--- src/eeprom_page_pkg.sv ---
package eeprom_page_pkg;

  // array geometry
  localparam int ADDR_W      = 7;
  localparam int PAGE_W      = 5;
  localparam int SEL_W       = 2;
  localparam int DATA_W      = 8;
  localparam int PAGE_BYTES  = 4;
  localparam int ARRAY_BYTES = 128;

  // control word bit positions
  localparam int CTRL_IRQ_EN_BIT = 6;
  localparam int CTRL_FLAG_BIT   = 5;
  localparam int CTRL_BUSY_BIT   = 4;
  localparam int CTRL_MODE_H_BIT = 3;
  localparam int CTRL_MODE_M_BIT = 2;
  localparam int CTRL_MODE_L_BIT = 1;

  // operation codes as {busy, mode_high, mode_mid, mode_low}
  localparam logic [3:0] OP_READ        = 4'h0;
  localparam logic [3:0] OP_INCREMENT   = 4'h2;
  localparam logic [3:0] OP_WRITE       = 4'ha;
  localparam logic [3:0] OP_WRITE_MASK  = 4'he;
  localparam logic [3:0] OP_ERASE_WRITE = 4'hc;
  localparam logic [3:0] OP_ERASE       = 4'hf;

  // reset and fill values
  localparam logic [ADDR_W-1:0] ADDR_RESET   = 7'h00;
  localparam logic [DATA_W-1:0] DATA_RESET   = 8'h00;
  localparam logic [DATA_W-1:0] ERASED_BYTE  = 8'h00;
  localparam logic [SEL_W-1:0]  LAST_LATCH   = 2'h3;

  // interval counter timing
  localparam int          PRESCALE_DIV = 480;
  localparam int          PRESCALE_W   = 9;
  localparam logic [PRESCALE_W-1:0] PRESCALE_LAST =
    PRESCALE_W'(PRESCALE_DIV - 1);
  localparam int          CLK_HZ       = 50_000_000;

  typedef enum logic [1:0] {
    ST_IDLE  = 2'b00,
    ST_ERASE = 2'b01,
    ST_WRITE = 2'b11
  } cycle_state_e;

endpackage

--- src/eeprom_page_access_controller.sv ---
`timescale 1ns/1ps
module eeprom_page_access_controller
  import eeprom_page_pkg::*;
(
  input  wire logic              CLK_IN,
  input  wire logic              RSTN_IN,
  input  wire logic              ADDR_WR_IN,
  input  wire logic [ADDR_W-1:0] ADDR_WDATA_IN,
  input  wire logic              DATA_WR_IN,
  input  wire logic [DATA_W-1:0] DATA_WDATA_IN,
  input  wire logic              DATA_RD_IN,
  input  wire logic              CTRL_WR_IN,
  input  wire logic [DATA_W-1:0] CTRL_WDATA_IN,
  input  wire logic              RELOAD_WR_IN,
  input  wire logic [DATA_W-1:0] RELOAD_WDATA_IN,
  output logic      [DATA_W-1:0] DATA_RDATA_OUT,
  output logic      [DATA_W-1:0] CTRL_RDATA_OUT,
  output logic      [ADDR_W-1:0] ADDR_OUT,
  output logic      [DATA_W-1:0] INTERVAL_OUT,
  output logic                   IRQ_OUT
);

  // start codes; write page ignores its lowest mode bit
  function automatic logic is_write_code(input logic [3:0] code);
    return (code & OP_WRITE_MASK) == OP_WRITE;
  endfunction

  function automatic logic is_start_code(input logic [3:0] code);
    return is_write_code(code) || code == OP_ERASE_WRITE ||
           code == OP_ERASE;
  endfunction

  // array index of one byte of the addressed page
  function automatic logic [ADDR_W-1:0] byte_index(
      input logic [PAGE_W-1:0] pg,
      input int                b);
    return {pg, SEL_W'(b)};
  endfunction

  logic [ADDR_W-1:0]     addr;
  logic [ADDR_W-1:0]     next_addr;
  logic                  incr_step;
  logic [DATA_W-1:0]     interval_reload_reg;
  logic                  interval_irq_enable;
  logic                  interval_flag;
  logic                  program_busy_bit;
  logic                  mode_bit_high;
  logic                  mode_bit_mid;
  logic                  mode_bit_low;
  logic [PAGE_BYTES-1:0] byte_update_flags;
  logic [DATA_W-1:0]     latch [PAGE_BYTES];
  logic [DATA_W-1:0]     array_mem [ARRAY_BYTES];
  cycle_state_e          state;
  cycle_state_e          next_state;

  logic [3:0]            ctrl_code;
  logic [3:0]            wr_code;
  logic                  idle;
  logic                  start_cycle;
  logic                  timer_expire;
  logic                  phase_end;
  logic                  cycle_done;
  logic                  erase_then_write;
  logic                  setup_write;
  logic                  read_access;
  logic [PAGE_W-1:0]     page;

  assign ctrl_code = {program_busy_bit, mode_bit_high, mode_bit_mid,
                      mode_bit_low};
  assign wr_code   = {CTRL_WDATA_IN[CTRL_BUSY_BIT],
                      CTRL_WDATA_IN[CTRL_MODE_H_BIT],
                      CTRL_WDATA_IN[CTRL_MODE_M_BIT],
                      CTRL_WDATA_IN[CTRL_MODE_L_BIT]};
  assign idle      = (state == ST_IDLE);
  assign page      = addr[ADDR_W-1:SEL_W];

  // an illegal code with busy set never starts anything
  assign start_cycle = CTRL_WR_IN && idle && is_start_code(wr_code);

  // combined cycle is the only one with a second phase
  assign erase_then_write = (ctrl_code == OP_ERASE_WRITE);
  assign phase_end  = timer_expire && !idle;
  assign cycle_done = phase_end &&
                      ((state == ST_WRITE) || !erase_then_write);

  // setup writes and read address steps are refused while a cycle runs
  assign setup_write = DATA_WR_IN && idle;
  assign read_access = DATA_RD_IN && idle && ctrl_code == OP_READ;

  // stepping past latch 3 would wrap onto latch 0 and merge its bits
  // into the wrong byte, so the subcounter saturates instead
  assign incr_step = setup_write && ctrl_code == OP_INCREMENT &&
                     addr[SEL_W-1:0] != LAST_LATCH;

  // ------------------------------------------------------------------
  // cycle sequencing
  // ------------------------------------------------------------------
  always_comb begin
    next_state = state;
    unique case (state)
      ST_IDLE: begin
        if (start_cycle && is_write_code(wr_code)) begin
          next_state = ST_WRITE;
        end else if (start_cycle) begin
          next_state = ST_ERASE;
        end
      end
      ST_ERASE: begin
        if (phase_end && erase_then_write) begin
          next_state = ST_WRITE;
        end else if (phase_end) begin
          next_state = ST_IDLE;
        end
      end
      ST_WRITE: begin
        if (phase_end) begin
          next_state = ST_IDLE;
        end
      end
      default: begin
        next_state = ST_IDLE;
      end
    endcase
  end

  always_ff @(posedge CLK_IN or negedge RSTN_IN) begin
    if (!RSTN_IN) begin
      state <= ST_IDLE;
    end else begin
      state <= next_state;
    end
  end

  // timer reload at the erase/write phase change happens inside the
  // timer itself; stop only after the last interval
  interval_timer u_interval_timer (
    .clk_in     (CLK_IN),
    .rstn_in    (RSTN_IN),
    .load_in    (start_cycle),
    .stop_in    (cycle_done),
    .reload_in  (interval_reload_reg),
    .count_out  (INTERVAL_OUT),
    .expire_out (timer_expire)
  );

  // ------------------------------------------------------------------
  // control word
  // ------------------------------------------------------------------
  // busy and mode are frozen while a cycle runs
  always_ff @(posedge CLK_IN or negedge RSTN_IN) begin
    if (!RSTN_IN) begin
      program_busy_bit <= 1'b0;
      mode_bit_high    <= 1'b0;
      mode_bit_mid     <= 1'b0;
      mode_bit_low     <= 1'b0;
    end else if (cycle_done) begin
      program_busy_bit <= 1'b0;
      mode_bit_high    <= 1'b0;
      mode_bit_mid     <= 1'b0;
      mode_bit_low     <= 1'b0;
    end else if (CTRL_WR_IN && idle) begin
      program_busy_bit <= start_cycle;
      mode_bit_high    <= CTRL_WDATA_IN[CTRL_MODE_H_BIT];
      mode_bit_mid     <= CTRL_WDATA_IN[CTRL_MODE_M_BIT];
      mode_bit_low     <= CTRL_WDATA_IN[CTRL_MODE_L_BIT];
    end
  end

  always_ff @(posedge CLK_IN or negedge RSTN_IN) begin
    if (!RSTN_IN) begin
      interval_irq_enable <= 1'b0;
    end else if (CTRL_WR_IN) begin
      interval_irq_enable <= CTRL_WDATA_IN[CTRL_IRQ_EN_BIT];
    end
  end

  // software may set or clear the flag; a cycle end in the same clock
  // wins so the completion is never lost
  always_ff @(posedge CLK_IN or negedge RSTN_IN) begin
    if (!RSTN_IN) begin
      interval_flag <= 1'b0;
    end else if (cycle_done) begin
      interval_flag <= 1'b1;
    end else if (CTRL_WR_IN) begin
      interval_flag <= CTRL_WDATA_IN[CTRL_FLAG_BIT];
    end
  end

  always_ff @(posedge CLK_IN or negedge RSTN_IN) begin
    if (!RSTN_IN) begin
      interval_reload_reg <= DATA_RESET;
    end else if (RELOAD_WR_IN) begin
      interval_reload_reg <= RELOAD_WDATA_IN;
    end
  end

  // ------------------------------------------------------------------
  // address register
  // ------------------------------------------------------------------
  // priority: cycle end, address write, read, latch step
  // an address write while busy is dropped, not queued, so a stray
  // write cannot redirect the page of a running cycle
  always_comb begin
    next_addr = addr;
    if (cycle_done) begin
      // plain +1 carries from byte 3 into the next page at byte 0
      if (ctrl_code != OP_ERASE) begin
        next_addr = addr + 1'b1;
      end
    end else if (ADDR_WR_IN && idle) begin
      next_addr = ADDR_WDATA_IN;
    end else if (read_access) begin
      next_addr = addr + 1'b1;
    end else if (incr_step) begin
      next_addr = {addr[ADDR_W-1:SEL_W],
                   addr[SEL_W-1:0] + 1'b1};
    end
  end

  always_ff @(posedge CLK_IN or negedge RSTN_IN) begin
    if (!RSTN_IN) begin
      addr <= ADDR_RESET;
    end else begin
      addr <= next_addr;
    end
  end

  // ------------------------------------------------------------------
  // page latches and update flags
  // ------------------------------------------------------------------
  generate
    for (genvar i = 0; i < PAGE_BYTES; i++) begin : g_latch
      logic hit;
      assign hit = setup_write &&
                   addr[SEL_W-1:0] == SEL_W'(i);

      always_ff @(posedge CLK_IN or negedge RSTN_IN) begin
        if (!RSTN_IN) begin
          latch[i] <= DATA_RESET;
        end else if (cycle_done) begin
          latch[i] <= DATA_RESET;
        end else if (hit) begin
          latch[i] <= latch[i] | DATA_WDATA_IN;
        end
      end

      always_ff @(posedge CLK_IN or negedge RSTN_IN) begin
        if (!RSTN_IN) begin
          byte_update_flags[i] <= 1'b0;
        end else if (cycle_done) begin
          byte_update_flags[i] <= 1'b0;
        end else if (hit) begin
          byte_update_flags[i] <= 1'b1;
        end
      end
    end
  endgenerate

  // ------------------------------------------------------------------
  // array; contents survive reset as a nonvolatile store would
  // ------------------------------------------------------------------
  // effects land at the end of each interval, so an aborted cycle
  // (reset mid-interval) leaves the page untouched by that interval
  // flags and latches are still intact at the erase phase end, since
  // only cycle_done or reset clears them; the write phase reuses them
  always_ff @(posedge CLK_IN) begin
    for (int b = 0; b < PAGE_BYTES; b++) begin
      if (phase_end && byte_update_flags[b]) begin
        if (state == ST_ERASE) begin
          array_mem[byte_index(page, b)] <= ERASED_BYTE;
        end else begin
          array_mem[byte_index(page, b)] <=
            array_mem[byte_index(page, b)] | latch[b];
        end
      end
    end
  end

  // ------------------------------------------------------------------
  // read-back
  // ------------------------------------------------------------------
  always_ff @(posedge CLK_IN or negedge RSTN_IN) begin
    if (!RSTN_IN) begin
      DATA_RDATA_OUT <= DATA_RESET;
    end else if (DATA_RD_IN) begin
      DATA_RDATA_OUT <= array_mem[addr];
    end
  end

  // status image; latches are never visible here
  // one cycle of lag: software polling busy sees the end one clock late
  always_ff @(posedge CLK_IN or negedge RSTN_IN) begin
    if (!RSTN_IN) begin
      CTRL_RDATA_OUT <= DATA_RESET;
    end else begin
      CTRL_RDATA_OUT <= DATA_RESET;
      CTRL_RDATA_OUT[CTRL_IRQ_EN_BIT] <= interval_irq_enable;
      CTRL_RDATA_OUT[CTRL_FLAG_BIT]   <= interval_flag;
      CTRL_RDATA_OUT[CTRL_BUSY_BIT]   <= program_busy_bit;
      CTRL_RDATA_OUT[CTRL_MODE_H_BIT] <= mode_bit_high;
      CTRL_RDATA_OUT[CTRL_MODE_M_BIT] <= mode_bit_mid;
      CTRL_RDATA_OUT[CTRL_MODE_L_BIT] <= mode_bit_low;
    end
  end

  always_ff @(posedge CLK_IN or negedge RSTN_IN) begin
    if (!RSTN_IN) begin
      ADDR_OUT <= ADDR_RESET;
      IRQ_OUT  <= 1'b0;
    end else begin
      ADDR_OUT <= addr;
      IRQ_OUT  <= interval_flag && interval_irq_enable;
    end
  end

endmodule // eeprom_page_access_controller

--- src/interval_timer.sv ---
`timescale 1ns/1ps
module interval_timer
  import eeprom_page_pkg::*;
(
  input  wire logic              clk_in,
  input  wire logic              rstn_in,
  input  wire logic              load_in,
  input  wire logic              stop_in,
  input  wire logic [DATA_W-1:0] reload_in,
  output logic      [DATA_W-1:0] count_out,
  output logic                   expire_out
);

  logic [PRESCALE_W-1:0] prescale;
  logic                  running;
  logic                  tick;

  assign tick = running && (prescale == PRESCALE_LAST);

  // one decrement every 480 clocks
  always_ff @(posedge clk_in or negedge rstn_in) begin
    if (!rstn_in) begin
      prescale <= '0;
    end else if (load_in || !running || tick) begin
      prescale <= '0;
    end else begin
      prescale <= prescale + 1'b1;
    end
  end

  always_ff @(posedge clk_in or negedge rstn_in) begin
    if (!rstn_in) begin
      running <= 1'b0;
    end else if (load_in) begin
      running <= 1'b1;
    end else if (stop_in) begin
      running <= 1'b0;
    end
  end

  // underflow from zero reloads, so a second phase needs no extra load
  always_ff @(posedge clk_in or negedge rstn_in) begin
    if (!rstn_in) begin
      count_out  <= DATA_RESET;
      expire_out <= 1'b0;
    end else begin
      expire_out <= tick && (count_out == DATA_RESET);
      if (load_in) begin
        count_out <= reload_in;
      end else if (tick && count_out == DATA_RESET) begin
        count_out <= reload_in;
      end else if (tick) begin
        count_out <= count_out - 1'b1;
      end
    end
  end

endmodule // interval_timer

--- config.mk ---
export PLATFORM = sky130hd
export DESIGN_NAME = eeprom_page_access_controller
export DESIGN_NICKNAME = d
export VERILOG_FILES = /design/src/eeprom_page_pkg.sv /design/src/eeprom_page_access_controller.sv /design/src/interval_timer.sv
export SDC_FILE = /design/constraint.sdc
export NUM_CORES = 1
export LEC_CHECK = 0
export ABC_AREA = 0
export ABC_CLOCK_PERIOD_IN_PS = 3200
export BUFFER_PORTS_ARGS = -buffer_cell sky130_fd_sc_hd__buf_2
export CAP_MARGIN = 20
export CORE_MARGIN = 5
export CORE_UTILIZATION = 35
export DETAILED_ROUTE_END_ITERATION = 12
export PLACE_DENSITY = 0.59
export SLEW_MARGIN = 30
export SYNTH_ARGS = -nofsm -noshare
export SYNTH_HDL_FRONTEND = slang
export SYNTH_SLANG_ARGS = --single-unit
--- constraint.sdc ---
create_clock -name CLK_IN -period 3.2 [get_ports CLK_IN]
set_input_delay 0.64 -clock CLK_IN [delete_from_list [all_inputs] [get_ports CLK_IN]]
set_output_delay 0.64 -clock CLK_IN [all_outputs]
set_load 0.02 [all_outputs]
# Yosys cells after proc, flatten, opt, wreduce, memory -nomap -nowiden
# Memory sizes are Yosys's and may differ from the RTL's. A register that Yosys moved wholly into a read port is not among the register bits.
# Cells that the tools add are included.
[totals]
reg_bits = 92
latch_bits = 0
ramBits = 1024
romBits = 0
input_bits = 38
out_inout_bits = 32
mem_count = 1
[op_classes]
add_sub_neg = 4
multipliers = 0
div = 0
n_lt_le_gt_ge = 0
eq_ne = 15
shifts = 0
n_mux = 64
bitwise_logic = 12
reduce_logical = 48
[memory_table]
columns = ["name", "words", "width", "rd", "rd_clocked_by_memory_dff", "write_ports", "line_no", "rtl"]
rows = [
  ["array_mem", 128, 8, 5, 1, 4, "eeprom_page_access_controller.sv:52", "logic [DATA_W-1:0] array_mem [ARRAY_BYTES];"],
]
[ops]
columns = ["operator", "count"]
rows = [
  ["two-way mux 8 bit", 15],
  ["bitwise OR 8 bit", 8],
  ["two-way mux 1 bit", 38],
  ["two-way mux 7 bit", 4],
  ["logical AND 1 bit", 23],
  ["nonzero test 2 bit", 7],
  ["equality test 4 bit, second input constant", 3],
  ["two-way mux 2 bit", 5],
  ["adder 9 x 1 -> 9 bit, second input constant", 1],
  ["equality test 9 bit, second input constant", 1],
  ["two-way mux 9 bit", 1],
  ["zero test 8 bit", 1],
  ["subtractor 8 x 1 -> 8 bit, second input constant", 1],
  ["adder 7 x 1 -> 7 bit, second input constant", 1],
  ["equality test 2 bit, second input constant", 3],
  ["one-hot mux 2 bit (3 select lines)", 1],
  ["nonzero test 3 bit", 2],
  ["logical OR 1 bit", 5],
  ["equality test 2 x 1 -> 1 bit, second input constant", 2],
  ["equality test 4 x 2 -> 1 bit, second input constant", 1],
  ["zero test 1 bit", 4],
  ["zero test 2 bit", 2],
  ["zero test 4 bit", 1],
  ["inequality test 4 bit, second input constant", 1],
  ["8 further kinds", 12],
]

# Depth between registers and ports, before layout
[logic_depth]
depth_word = 8
depth_mapped = 11
mapped_depth_nobuf = 7

# By module
# Synthesis repeated with hierarchy kept, for this count alone.
[unflattened]
cells_unflattened = 2952
area_unflattened_um2 = 52202.6
[by_module_without_submodules]
columns = ["module", "n_inst", "cells_each", "area_per_inst_um2"]
rows = [
  ["eeprom_page_access_controller", 1, 2846, 51137.8],
  ["interval_timer", 1, 106, 1064.8],
]

# Worst setup path before layout
# No wires, ideal clock.
[synth_path]
kind = "register to register"
from = "register addr[3]"
to = "memory array_mem[102][5] (data pin)"
setup_ps = 398
arrival_ps = 2666
required_time_ps = 2802
path_slack_ps = 136
stages_incl_launch_ff = 10
n_path_buf = 4
period_less_slack_ps = 3064
cell_sequence = "dfrtp_1 buf_2 buf_4 buf_2 buf_1 mux4_2 mux2i_1 o21ai_0 nand2_1 a41oi_1"
[synth_lines]
columns = ["item", "line_no", "rtl"]
rows = [
  ["start, declared", "eeprom_page_access_controller.sv:40", "logic [ADDR_W-1:0] addr;"],
  ["start signal, assigned", "eeprom_page_access_controller.sv:224", "addr <= next_addr;"],
  ["end, declared", "eeprom_page_access_controller.sv:52", ""],
]

==> summary.txt <==
DP HPWL = 166000 um
Yosys warning count = 0
FMAX = 312 MHz
Antenna violations before repair = 17
Die ar. = 157000 um^2
Die X = 396 um
Arr. time, crit path = 3670 ps
Sw power = 0.0167 W
Die H = 396 um
First-pass GRT wire length = 296000 um
Primary FF master, synth = edfxtp_1
Reg-to-reg startpoint = addr[2]$_DFFE_PN0P_
Hold crit path type = input port to register
Max FFs per register = 1024
Area contributors post-synth = edfxtp_1 (59%), mux4_2 (21%), dfrtp_1 (4.8%)
Residual DRC = 0
Final worst setup slack = -3.44 ps
Share of cells above drive strength 1 = 0.382
Number of buffers created by CTS = 117
Ys async rst share = 0.0890
CTS tree = done
R2r setup slk = -3 ps
Clock Skews = 37.5 ps
Placeable core area = 148000 um^2
Crit path max fanout = 34
Worst R2R Path Depth = 7
Register share of total power = 0.361
Top reg by flops = array_mem
Max cap viols = 0
DRT Pass-1 Iters = 7
Clock root buffer = clkbuf_16
Setup violations, final = 3
Worst hold slack = 122 ps
Via Count = 35.0k
Htree depth = 3
Clock Power Share = 0.301
WHS Endpoint = interval_reload_reg[4]$_DFFE_PN0P_
Failing checks = negative setup slack
Register area share after synthesis = 0.637
Internal Power = 0.0307 W
Hold-critical path depth = 2
Sinks on Clock Net = 1124
Post-synth top area share = 0.589
CP peak stage delay = 650 ps
GP Congestion = 1.05
EDFF count, synth = 1024
Syn Area/Cell = 17.6 um^2
Pin count of the biggest net entering global routing = 60
Worst Setup Start Kind = register
Cell Rows = 141
Seq cells post-synth = 1124
Least-Margin Pin Slew = 1050 ps
Vias in the first global route = 33.4k
Combinational Power Share = 0.338
Most used cell, CP = buf_12
DR iter-0 viols = 6385
Outcome = finished, violations left
Drt total wl = 222000 um
Area grow syn2layout = 20.9%
Slew Limit Fails = 0
Worst reg2reg path endpoint = array_mem[57][1]$_DFFE_PP_
Port Buffers = 65
Crit path max-delay cell type = mux4_2
Synth unique cells = 63
Power per cell area = 752 nW/um^2
Sw Share = 0.353
Critical path required time = 3670 ps
Hold path startpoint = RELOAD_WDATA_IN[4]
Slew headroom = 0.296
Max Root-Sink Buffers = 3
Worst-Skew Late Latency = 780 ps
WL per Instance = 40.7 um
Initial Util = 0.352
Top Ports = 70
Pleak = 18.3 nW
Via density = 6.41
Cell count after synthesis = 2960
Setup crit end kind = register
Worst setup path class = register to register
Crit path time final = 3200 ps
Post-route ant nets = 0
Worst-path clk slew = 60 ps
DP Worst Slack = -50.2 ps
Final Cycle Share = 1.00
Total Routing Usage GR = 0.278
Yosys top cell by area = edfxtp_1
Max rail drop VDD = 0.000586 V
Largest regs = array_mem x1024, latch x32, u_interval_timer.prescale x9
Final Net Count = 3471
Synth Cell Area = 52200 um^2
Hold Violations, Final = 0
Grt ovf = 0
Crit path cell chain = buf_12, buf_12, mux4_2, mux4_2, o21ai_1, a21oi_4, buf_12
[how the worst max path moves through the flow]
stage | cells after the start | startpoint | endpoint | slack [ps]
after global placement | 6 | addr[2]$_DFFE_PN0P_ | array_mem[42][5]$_DFFE_PP_ | -60
after CTS | 6 | addr[2]$_DFFE_PN0P_ | array_mem[53][1]$_DFFE_PP_ | 3
final | 7 | addr[2]$_DFFE_PN0P_ | array_mem[57][1]$_DFFE_PP_ | -3
after floorplan | 9 | addr[3]$_DFFE_PN0P_ | array_mem[102][5]$_DFFE_PP_ | 140
after global routing | 7 | addr[2]$_DFFE_PN0P_ | array_mem[53][1]$_DFFE_PP_ | -7
after detailed placement | 8 | addr[2]$_DFFE_PN0P_ | array_mem[88][4]$_DFFE_PP_ | -50
[placed cells by master, fill, tap and decap left out, types with 23 or more instances in the layout]
cell / instances
edfxtp_1: 1024
mux4_2: 487
buf_4: 426
nor2_1: 185
mux2i_1: 145
clkbuf_16: 120
a21oi_1: 112
nand2_1: 111
dfrtp_1: 94
a22oi_1: 86
buf_12: 84
nand3_1: 76
buf_2: 64
nand4_1: 33
nor2_2: 32
o21ai_0: 27
o21ai_1: 25
clkinv_2: 23
clkbuf_1: 23
[cells in the mapped netlist (46+ instances only)]
cell      instances
mux2i_1         147
nand2_1         116
nor2_1          228
a21oi_1         128
buf_4            46
dfrtp_1         100
buf_2            71
a22oi_1          87
nand3_1          76
clkbuf_1         81
mux4_2          487
edfxtp_1       1024
[cell type report]
cell class | instances | area [um^2]
clock buffers | 148 | 3160
repair buffers | 575 | 5210
multi-input cells | 1584 | 18100
diodes | 7 | 17.5
flip-flops and latches | 1124 | 33300
clock inverters | 70 | 779
well taps | 1930 | 2410
fillers | 13000 | 85000
inverters | 24 | 90.1
[through the flow]
stage | total power (W) | instances | setup TNS (ps) | utilization | cell area (um^2)
global placement | 0.0329 | 5231 | -1080 | 0.398 | 58900
finish | 0.0474 | 5462 | -10.2 | 0.426 | 63100
floorplan | 0.0258 | 2961 | 0 | - | 52200
global route | 0.0486 | 5455 | -24.0 | 0.426 | 63000
CTS | 0.0470 | 5452 | 0 | 0.426 | 63000
detailed placement | 0.0329 | 5231 | -1560 | 0.399 | 59000
[cells by family after synthesis]
group,after synthesis,synth area share
simple gates,551,0.0482
flops,1124,0.637
compound gates,365,0.0447
fa+ha+maj,7,0.00168
other cells,1,0.0000719
xor+xnor,7,0.00118
buf+inv,253,0.0244
mux,652,0.242
[routing by layer]
metal  part of all wire  global-route usage
met1               0.36               0.367
met2               0.43               0.403
met3               0.14              0.0983
met4              0.067               0.148
met5            0.00021                   0
[critical path, delay by kind of cell, from the launching register on]
family | cells | cell delay, ps
buf+inv | 3 | 660
compound gates | 2 | 420
mux | 2 | 1300
flops | 1 | 430
[what timing repair did]
| action | CTS | global route |
|---|---|---|
| hold buffers | 1 | 0 |
| setup endpoints to repair | 36 | 243 |
| gates resized for setup | 2 | 3 |
| endpoints found under the hold margin | 57 | 0 |
| setup buffers | 2 | 3 |
| gates cloned | 0 | 0 |
[power groups by stage]
stage	Clock, W	Sequential (W)	Combinational, W
after global placement	0	0.0174	0.0154
after CTS	0.0143	0.0171	0.0156
after floorplan	0	0.0171	0.00876
after global routing	0.0149	0.0171	0.0165
after detailed placement	0	0.0174	0.0155
final	0.0143	0.0171	0.0160
No activity file was read; power rests on OpenSTA's default activity.
